### config.mk
export PLATFORM = sky130hd
export DESIGN_NAME = fpu_state_registers
export DESIGN_NICKNAME = d
export VERILOG_FILES = /design/src/fpu_state_pkg.sv /design/src/tag_class_if.sv /design/src/fpu_state_registers.sv /design/src/tag_classifier.sv /design/src/layout_select.sv
export VERILOG_INCLUDE_DIRS = /design/src
export SDC_FILE = /design/constraint.sdc
export NUM_CORES = 1
export LEC_CHECK = 0
export BUFFER_PORTS_ARGS = -buffer_cell sky130_fd_sc_hd__clkbuf_2
export CAP_MARGIN = 20
export CORE_AREA = 5 5 416 418
export DETAILED_ROUTE_END_ITERATION = 10
export DIE_AREA = 0 0 421 423
export SYNTH_ARGS = -nofsm -noshare
export SYNTH_HDL_FRONTEND = slang
export SYNTH_SLANG_ARGS = --single-unit
export TNS_END_PERCENT = 100
### constraint.sdc
create_clock -name i_sys_clk -period 3.7 [get_ports i_sys_clk]
set_input_delay 0.185 -clock i_sys_clk [delete_from_list [all_inputs] [get_ports i_sys_clk]]
set_output_delay 0.185 -clock i_sys_clk [all_outputs]
set_load 0.05 [all_outputs]
### src/fpu_state_map.svh
`ifndef FPU_STATE_MAP_SVH
`define FPU_STATE_MAP_SVH
`define TAG_VALID        2'h0
`define TAG_ZERO         2'h1
`define TAG_SPECIAL      2'h2
`define TAG_EMPTY        2'h3
`define TAG_WORD_RESET   16'hFFFF
`define PTR_OFS_LSB      0
`define PTR_OFS_MSB      31
`define PTR_SEL_LSB      32
`define PTR_SEL_MSB      47
`define OPC_FIRST_FIXED  5'h1B
`define CW_INF_BIT       12
`define CW_INIT          16'h037F
`define EXT_EXP_MAX      15'h7FFF
`endif

### src/fpu_state_pkg.sv
package fpu_state_pkg;
  typedef logic [1:0]  tag_t;
  typedef logic [47:0] far_ptr_t;
  typedef logic [10:0] opcode_rec_t;
  typedef logic [79:0] ext_real_t;
  typedef logic [2:0]  phys_idx_t;
  typedef enum logic [3:0] {
    OP_NONE  = 4'h0,
    OP_ARITH = 4'h1,
    OP_PUSH  = 4'h2,
    OP_POP   = 4'h3,
    OP_INIT  = 4'h4,
    OP_STENV = 4'h5,
    OP_SAVE  = 4'h6,
    OP_LDENV = 4'h7,
    OP_RSTOR = 4'h8,
    OP_CTRL  = 4'h9
  } instr_class_t;
  typedef enum logic [1:0] {
    LAYOUT_PROT32 = 2'h0,
    LAYOUT_REAL32 = 2'h1,
    LAYOUT_PROT16 = 2'h2,
    LAYOUT_REAL16 = 2'h3
  } env_layout_t;
endpackage

### src/tag_class_if.sv
`timescale 1ns/1ps
interface tag_class_if;
  import fpu_state_pkg::*;
  ext_real_t value [8];
  tag_t      tag   [8];
  modport requester (output value, input tag);
  modport classifier (input value, output tag);
endinterface

### src/fpu_state_registers.sv
`timescale 1ns/1ps
`include "fpu_state_map.svh"
module fpu_state_registers (
  // Clock and reset
  input  wire logic                        i_sys_clk,
  input  wire logic                        i_arst_n,
  // Instruction completion from pipeline
  input  wire logic                        i_valid,
  input  fpu_state_pkg::instr_class_t      i_class,
  input  wire logic [2:0]                  i_top,
  input  wire logic [2:0]                  i_src_rel,
  input  wire logic                        i_src_used,
  input  wire logic                        i_has_mem,
  input  fpu_state_pkg::far_ptr_t          i_instr_ptr,
  input  fpu_state_pkg::far_ptr_t          i_oper_ptr,
  input  wire logic [7:0]                  i_opc_byte1,
  input  wire logic [7:0]                  i_opc_byte2,
  input  wire logic                        i_dst_write,
  input  wire logic [2:0]                  i_dst_rel,
  input  fpu_state_pkg::tag_t              i_dst_tag,
  // Mode for image layout
  input  wire logic                        i_protected,
  input  wire logic                        i_v86,
  input  wire logic                        i_op32,
  // Environment image from memory
  input  wire logic [15:0]                 i_img_tag,
  input  fpu_state_pkg::far_ptr_t          i_img_iptr,
  input  fpu_state_pkg::far_ptr_t          i_img_optr,
  input  fpu_state_pkg::opcode_rec_t       i_img_opc,
  input  wire logic [15:0]                 i_img_cw,
  // Data register contents
  input  fpu_state_pkg::ext_real_t         i_data_reg [8],
  // Stack checks
  output logic                             o_overflow,
  output logic                             o_underflow,
  // Environment image to memory
  output logic                             o_store_env,
  output logic                             o_store_data,
  output logic                             o_load_data,
  output fpu_state_pkg::env_layout_t       o_layout,
  output logic [15:0]                      o_tag_image,
  output fpu_state_pkg::far_ptr_t          o_iptr_image,
  output fpu_state_pkg::far_ptr_t          o_optr_image,
  output fpu_state_pkg::opcode_rec_t       o_opc_image,
  output logic [15:0]                      o_cw_image,
  output logic                             o_inf_ctrl
);
  import fpu_state_pkg::*;

  ////////////////////////////////////////////////////////////////////////////
  // State
  logic [15:0] register_tag_word_ff;
  far_ptr_t    last_instruction_pointer_ff;
  far_ptr_t    last_operand_pointer_ff;
  opcode_rec_t last_opcode_record_ff;
  logic [15:0] ctrl_word_ff;
  logic        overflow_ff;
  logic        underflow_ff;
  logic        store_env_ff;
  logic        store_data_ff;
  logic        load_data_ff;

  tag_class_if cls_bus ();
  genvar g;
  generate
    for (g = 0; g < 8; g++) begin : g_val
      assign cls_bus.value[g] = i_data_reg[g];
    end
  endgenerate
  tag_classifier u_cls (
    .cls (cls_bus.classifier)
  );
  layout_select u_lay (
    .i_protected (i_protected),
    .i_v86       (i_v86),
    .i_op32      (i_op32),
    .o_layout    (o_layout)
  );

  ////////////////////////////////////////////////////////////////////////////
  // Decode
  function automatic tag_t tag_at(input logic [15:0] w, input logic [2:0] idx);
    tag_at = w[idx*2 +: 2];
  endfunction

  wire logic       is_init;
  wire logic       is_save;
  wire logic       is_stenv;
  wire logic       is_ldenv;
  wire logic       is_rstor;
  wire logic       is_push;
  wire logic       is_pop;
  wire logic       noncontrol;
  wire logic       clear_all;
  wire logic       env_load;
  wire logic [2:0] push_top;
  wire logic [2:0] pop_top;
  wire logic [2:0] src_phys;
  wire logic [2:0] dst_phys;
  wire logic       ovf_hit;
  wire logic       unf_hit;
  logic [15:0]     reload_tags;
  logic [15:0]     nxt_tag_word;

  assign is_init    = i_valid && i_class == OP_INIT;
  assign is_save    = i_valid && i_class == OP_SAVE;
  assign is_stenv   = i_valid && i_class == OP_STENV;
  assign is_ldenv   = i_valid && i_class == OP_LDENV;
  assign is_rstor   = i_valid && i_class == OP_RSTOR;
  assign is_push    = i_valid && i_class == OP_PUSH;
  assign is_pop     = i_valid && i_class == OP_POP;
  assign noncontrol = i_valid &&
                      (i_class == OP_ARITH || i_class == OP_PUSH || i_class == OP_POP);
  assign clear_all  = is_init || is_save;
  assign env_load   = is_ldenv || is_rstor;
  assign push_top   = i_top - 3'h1;
  assign pop_top    = i_top + 3'h1;
  assign src_phys   = i_top + i_src_rel;
  assign dst_phys   = (is_push ? push_top : i_top) + i_dst_rel;
  assign ovf_hit    = is_push && tag_at(register_tag_word_ff, push_top) != `TAG_EMPTY;
  assign unf_hit    = (is_pop && tag_at(register_tag_word_ff, pop_top) == `TAG_EMPTY) ||
                      (noncontrol && i_src_used &&
                       tag_at(register_tag_word_ff, src_phys) == `TAG_EMPTY);

  generate
    for (g = 0; g < 8; g++) begin : g_reload
      assign reload_tags[g*2 +: 2] = (i_img_tag[g*2 +: 2] == `TAG_EMPTY) ? `TAG_EMPTY
                                     : cls_bus.tag[g];
    end
  endgenerate

  always_comb begin
    nxt_tag_word = register_tag_word_ff;
    if (clear_all) begin
      nxt_tag_word = `TAG_WORD_RESET;
    end else if (env_load) begin
      nxt_tag_word = reload_tags;
    end else if (noncontrol && i_dst_write && !ovf_hit) begin
      nxt_tag_word[dst_phys*2 +: 2] = i_dst_tag;
    end else if (is_pop && !unf_hit) begin
      nxt_tag_word[i_top*2 +: 2] = `TAG_EMPTY;
    end
  end

  wire logic [10:0] nxt_opc;
  assign nxt_opc = {i_opc_byte1[2:0], i_opc_byte2};

  ////////////////////////////////////////////////////////////////////////////
  // Registers
  always_ff @(posedge i_sys_clk or negedge i_arst_n) begin
    if (!i_arst_n) begin
      register_tag_word_ff <= `TAG_WORD_RESET;
    end else begin
      register_tag_word_ff <= nxt_tag_word;
    end
  end

  always_ff @(posedge i_sys_clk or negedge i_arst_n) begin
    if (!i_arst_n) begin
      last_instruction_pointer_ff <= 48'h0;
      last_operand_pointer_ff     <= 48'h0;
      last_opcode_record_ff       <= 11'h000;
    end else if (clear_all) begin
      last_instruction_pointer_ff <= 48'h0;
      last_operand_pointer_ff     <= 48'h0;
      last_opcode_record_ff       <= 11'h000;
    end else if (env_load) begin
      last_instruction_pointer_ff <= i_img_iptr;
      last_operand_pointer_ff     <= i_img_optr;
      last_opcode_record_ff       <= i_img_opc;
    end else if (noncontrol) begin
      last_instruction_pointer_ff <= i_instr_ptr;
      last_opcode_record_ff       <= nxt_opc;
      if (i_has_mem) begin
        last_operand_pointer_ff <= i_oper_ptr;
      end
    end
  end

  always_ff @(posedge i_sys_clk or negedge i_arst_n) begin
    if (!i_arst_n) begin
      ctrl_word_ff <= `CW_INIT;
    end else if (clear_all) begin
      ctrl_word_ff <= `CW_INIT;
    end else if (env_load) begin
      ctrl_word_ff <= i_img_cw;
    end
  end

  always_ff @(posedge i_sys_clk or negedge i_arst_n) begin
    if (!i_arst_n) begin
      overflow_ff   <= 1'b0;
      underflow_ff  <= 1'b0;
      store_env_ff  <= 1'b0;
      store_data_ff <= 1'b0;
      load_data_ff  <= 1'b0;
    end else begin
      overflow_ff   <= ovf_hit;
      underflow_ff  <= unf_hit;
      store_env_ff  <= is_stenv || is_save;
      store_data_ff <= is_save;
      load_data_ff  <= is_rstor;
    end
  end

  ////////////////////////////////////////////////////////////////////////////
  // Outputs
  assign o_overflow   = overflow_ff;
  assign o_underflow  = underflow_ff;
  assign o_store_env  = store_env_ff;
  assign o_store_data = store_data_ff;
  assign o_load_data  = load_data_ff;
  assign o_tag_image  = register_tag_word_ff;
  assign o_iptr_image = last_instruction_pointer_ff;
  assign o_optr_image = last_operand_pointer_ff;
  assign o_opc_image  = last_opcode_record_ff;
  assign o_cw_image   = ctrl_word_ff;
  assign o_inf_ctrl   = ctrl_word_ff[`CW_INF_BIT];

  ////////////////////////////////////////////////////////////////////////////
  // Checks
  property p_init_empty;
    @(posedge i_sys_clk) disable iff (!i_arst_n)
      clear_all |=> register_tag_word_ff == 16'hFFFF;
  endproperty
  init_empty_a: assert property (p_init_empty) else $error("tags not emptied");

  init_ptr_clear_a: assert property (@(posedge i_sys_clk) disable iff (!i_arst_n)
    clear_all |=> last_instruction_pointer_ff == 48'h0 && last_operand_pointer_ff == 48'h0)
    else $error("pointers not cleared");

  ctrl_keep_ptr_a: assert property (@(posedge i_sys_clk) disable iff (!i_arst_n)
    (i_valid && i_class inside {OP_STENV, OP_CTRL}) |=> $stable(last_instruction_pointer_ff))
    else $error("control instruction moved pointer");

  push_ovf_a: assert property (@(posedge i_sys_clk) disable iff (!i_arst_n)
    (is_push && register_tag_word_ff[push_top*2 +: 2] != 2'h3) |=> o_overflow)
    else $error("overflow missed");

  pop_unf_a: assert property (@(posedge i_sys_clk) disable iff (!i_arst_n)
    (is_pop && register_tag_word_ff[pop_top*2 +: 2] == 2'h3) |=> o_underflow)
    else $error("underflow missed");

  opc_capture_a: assert property (@(posedge i_sys_clk) disable iff (!i_arst_n)
    (noncontrol && !clear_all) |=> last_opcode_record_ff == {$past(i_opc_byte1[2:0]),
                                                             $past(i_opc_byte2)})
    else $error("opcode not captured");

  ptr_together_a: assert property (@(posedge i_sys_clk) disable iff (!i_arst_n)
    $changed(last_opcode_record_ff) && !$past(env_load) && !$past(clear_all)
      |-> $past(noncontrol))
    else $error("opcode changed alone");

  load_empty_a: assert property (@(posedge i_sys_clk) disable iff (!i_arst_n)
    (env_load && i_img_tag[1:0] == 2'h3) |=> register_tag_word_ff[1:0] == 2'h3)
    else $error("empty image tag not kept");

  save_flags_a: assert property (@(posedge i_sys_clk) disable iff (!i_arst_n)
    is_save |=> o_store_env && o_store_data)
    else $error("save strobes missing");

  ctrl_keep_opc_a: assert property (@(posedge i_sys_clk) disable iff (!i_arst_n)
    (i_valid && i_class inside {OP_STENV, OP_CTRL})
      |=> $stable(last_opcode_record_ff) && $stable(last_operand_pointer_ff))
    else $error("control instruction moved opcode or operand pointer");

  no_mem_keep_a: assert property (@(posedge i_sys_clk) disable iff (!i_arst_n)
    (noncontrol && !i_has_mem) |=> $stable(last_operand_pointer_ff))
    else $error("operand pointer moved without memory operand");

  arith_dst_tag_a: assert property (@(posedge i_sys_clk) disable iff (!i_arst_n)
    (i_valid && i_class == OP_ARITH && i_dst_write)
      |=> register_tag_word_ff[3'($past(i_top) + $past(i_dst_rel))*2 +: 2] == $past(i_dst_tag))
    else $error("arithmetic destination tag misplaced");

  stenv_strobe_a: assert property (@(posedge i_sys_clk) disable iff (!i_arst_n)
    is_stenv |=> o_store_env && !o_store_data)
    else $error("environment store strobes wrong");

  cov_push_ovf: cover property (@(posedge i_sys_clk) disable iff (!i_arst_n) ovf_hit);
  cov_pop_unf:  cover property (@(posedge i_sys_clk) disable iff (!i_arst_n) unf_hit);
  cov_reload:   cover property (@(posedge i_sys_clk) disable iff (!i_arst_n) is_rstor);
  cov_arith:    cover property (@(posedge i_sys_clk) disable iff (!i_arst_n)
                                noncontrol && i_has_mem);
  cov_save:     cover property (@(posedge i_sys_clk) disable iff (!i_arst_n) is_save);
endmodule

### src/tag_classifier.sv
`timescale 1ns/1ps
`include "fpu_state_map.svh"
module tag_classifier (
  tag_class_if.classifier cls
);
  import fpu_state_pkg::*;
  function automatic tag_t classify(input ext_real_t v);
    logic [14:0] e;
    logic        j;
    logic [62:0] f;
    e = v[78:64];
    j = v[63];
    f = v[62:0];
    if (e == 15'h0000 && !j && f == 63'h0)
      classify = `TAG_ZERO;
    else if (e == 15'h0000 || e == `EXT_EXP_MAX || !j)
      classify = `TAG_SPECIAL;
    else
      classify = `TAG_VALID;
  endfunction
  genvar g;
  generate
    for (g = 0; g < 8; g++) begin : g_cls
      assign cls.tag[g] = classify(cls.value[g]);
    end
  endgenerate
endmodule

### src/layout_select.sv
`timescale 1ns/1ps
module layout_select (
  // Mode inputs
  input  wire logic                       i_protected,
  input  wire logic                       i_v86,
  input  wire logic                       i_op32,
  // Selected layout
  output fpu_state_pkg::env_layout_t      o_layout
);
  import fpu_state_pkg::*;
  wire logic real_fmt;
  assign real_fmt = !i_protected || i_v86;
  assign o_layout = real_fmt ? (i_op32 ? LAYOUT_REAL32 : LAYOUT_REAL16)
                             : (i_op32 ? LAYOUT_PROT32 : LAYOUT_PROT16);
endmodule

==> metrics.md <==
| Metric | Value |
|---|---|
| Post-Syn Nets | 2055 |
| Total grt overflow | 0 |
| Leading cell type in the layout, fill and taps excluded | clkbuf_2 |
| DRT Pass-1 Iters | 5 |
| WHS | 0.0607 ns |
| Reg clk slew, reported paths | 0.08 ns |
| Antenna viol nets, final | 0 |
| #FFs+latches synth | roughly 140 |
| I/O Buffers | 1048 |
| Top FF cell, synth | dfrtp_1 |
| Mean Syn Cell Area | 8.52 um2 |
| Tcrit/Tclk final | 87.2% |
| Total power | between 0.007 and 0.008 W |
| CTS tree | built |
| Outcome | finished clean |
| Initial antenna violation count | 47 |
| Async SR Flop Fraction | 100% |
| Worst setup margin | 0.474 ns |
| PwrDens | between 300 and 400 nW/um2 |
| Crit-path max FO | 4 |
| Total Routed Length | 101000 um |
| Critical Path RT | 4.14 ns |
| DIE HEIGHT | 423 um |
| Minimum clock period | 3.23 ns |
| Final setup vio count | 0 |
| Total CTS buffers | 17 |
| Largest net degree at the start of global routing | 119 |
| Ratio of cells with drive above 1 in the final layout | between 50 and 60% |
| Clk buf depth | 2 |
| Fillers | 19500 |
| Critical Path End Type | flip-flop |
| Fin. Hold Viols | 0 |
| Highest clock rate | slightly above 300 MHz |
| DR WL/cell | 22.6 um |
| Critical path startpoint | i_class[3] |
| Post-synth top area cell | dfrtp_1 |
| CP Launch Type | primary input |
| Top-area cell type share of the netlist area | 31.0% |
| Hold Path Class | in -> reg |
| GRT Overall Usage | between 10% and 20% |
| Clk sinks | 144 |
| Number of nets in the layout | roughly 3200 |
| Worst EP arrival | 3.66 ns |
| Placed cell areas | roughly 18000 um2 |
| R2r worst-path depth | 7 |
| Unrepaired setup endpoints after global routing | false |
| CTS H-Tree Depth | 4 |
| FF-to-FF setup slack | 0.70 ns |
| Area growth from synthesis to layout | 98.8% |
| Synth cell types | 66 |
| Via density | roughly 3.2 |
| Crit Path Class | in -> reg |
| First-pass GRT wire length | 130000 um |
| Area of the multi-input gates | approximately 5700 um2 |
| Hold path startpoint | i_oper_ptr[27] |
| Cells after synthesis | 1128 |
| Worst reg2reg endpoint | o_tag_image[11] |
| Vias in the first global route | between 10000 and 15000 |
| I/O pin count | 1062 |
| Core ar. | 169000 um2 |
| Top cells by area, synth | dfrtp_1 (31%), nor4_1 (10%), nand2_1 (8.8%), dfstp_2 (6.8%), a22o_1 (5.4%) |
| Crit Reg-Reg Startpoint | o_tag_image[7] |
| Final design area excluding fillers | 19100 um2 |
| Hpwl dp | 90700 um |
| Relative slew slack | 26.7% |
| Total setup buffers inserted after CTS | 0 |
| Clock skew | roughly 0.013 ns |
| Leakage power | 8.99 nW |
| Total of max-cap violations | 0 |
| Hold Path End | o_optr_image[27] |
| Most frequent cells in the layout | clkbuf_2 (1047), nand2_1 (226), nor4_1 (152) |
| Placer Congestion | between 0.9 and 1 |
| Seq/Total Area, Yosys | 37.8% |
| Insertion delay to the later sink of the worst-skew pair | 0.51 ns |
| # DRC | 0 |
| Die area | approximately 180000 um2 |
| Initial Util | 5.70% |
| Synth Warn # | 0 |
| Post-synth EDFFs | 0 |
| Hold depth | 3 |
| Mapped Area | 9610 um2 |
| Reg area | about 3600 um2 |
| Post-Place Setup Slack | -0.0145 ns |
| DRT iter0 DRCs | 750 |
| Maximum VDD drop | 0.360 mV |
| Row Count | 151 |
| Worst Max-Slew Pin Slew | between 1 and 1.5 ns |
| Chip width | 421 um |
| Root Buffer | clkbuf_16 |
| Fin. max-slew vios | 0 |
| DR vias | 14300 |
[routing by layer]
layer	routed length, um	part of all wire (%)	up-vias	global-route usage (%)
met4	1950	1.9	12	2.48
met1	44300	44	6906	13.7
met3	8560	8.5	89	4.21
met2	46300	46	649	17.4
li1	-	-	6637	-
met5	79	0.078	-	0
[worst max-delay path: stages]
cell and delay [ns]:
clkbuf_2 0.09, and4bb_2 0.30, nand2b_1 0.11, xnor2_1 0.18
ha_1 0.22, fa_1 0.40, xnor2_1 0.16, or3_1 0.41
and2_4 0.17, ha_4 0.22, nand2b_1 0.15, or4b_4 0.51
a21oi_2 0.19, mux2_2 0.36
[kinds of logic (layout without fill, tap and decap cells)]
group	count (synthesis)	in the layout	share of synthesized area (%)
AO/OA/AOI/OAI	269	269	19.5
multiplexers	58	58	6.61
AND/OR/NAND/NOR	556	556	30.1
other	0	11	0
XOR/XNOR	6	6	0.547
flip-flops	144	144	37.8
buffers and inverters	83	1201	3.66
adder cells (fa/ha/maj)	12	12	1.72
[repair_timing]
item                      CTS  global route
hold buffers               68             1
resized for setup           0             0
hold endpoints to repair  123             1
[state kept, by name, indices dropped and copies added, names as in the netlist]
name and cells:
o_cw_image 16, o_tag_image 16, o_store_env 1, o_iptr_image 48
o_optr_image 48, o_opc_image 11, o_load_data 1, o_store_data 1
o_underflow 1, o_overflow 1
[worst max path at each step]
stage                 endpoint  depth (start not counted)
5_1_grt         o_tag_image[4]                         14
4_1_cts        o_tag_image[11]                         14
2_1_floorplan  o_tag_image[10]                         15
6_report       o_tag_image[11]                         14
3_3_place_gp   o_tag_image[11]                         14
3_5_place_dp   o_tag_image[11]                         14
[synthesized netlist by cell type, types with 6 or more instances]
cell type	instances
nand3_1	25
nor2_1	16
o32a_1	12
buf_2	14
nor4_1	154
inv_1	9
o21ai_0	10
nand2_1	226
mux2i_1	50
o21a_1	7
dfrtp_1	119
xnor2_1	6
ha_1	10
nand4_1	69
clkbuf_1	53
o31ai_1	48
nor3_1	18
a22o_1	59
dfstp_2	25
a21oi_1	98
[cell type report]
class | instances | share of cell area (%)
repair buffers | 1160 | 33.1
clock buffers | 20 | 2.39
diodes | 11 | 0.144
well taps | 2218 | 14.5
inverters | 9 | 0.177
multi-input cells | 901 | 29.9
flip-flops and latches | 144 | 19.0
clock inverters | 12 | 0.760
[power by group]
part / internal [W] / switching, W / total (W)
combinational: 0.00101 / 0.00243 / 0.00344
clock: 0.00104 / 0.000900 / 0.00194
sequential: 0.00197 / 0.000284 / 0.00225
total: 0.00402 / 0.00362 / 0.00763
[metrics by stage]
| step | instances | setup TNS (ns) | util (%) |
|---|---|---|---|
| after floorplan | 1128 | 0 | - |
| after global placement | 4362 | 0 | 10.5 |
| after detailed placement | 4362 | -0.0193 | 10.5 |
| after CTS | 4462 | 0 | 11.3 |
| after global routing | 4464 | 0 | 11.3 |
| final | 4475 | 0 | 11.3 |
Note: power is estimated with default switching activity, not from simulation.
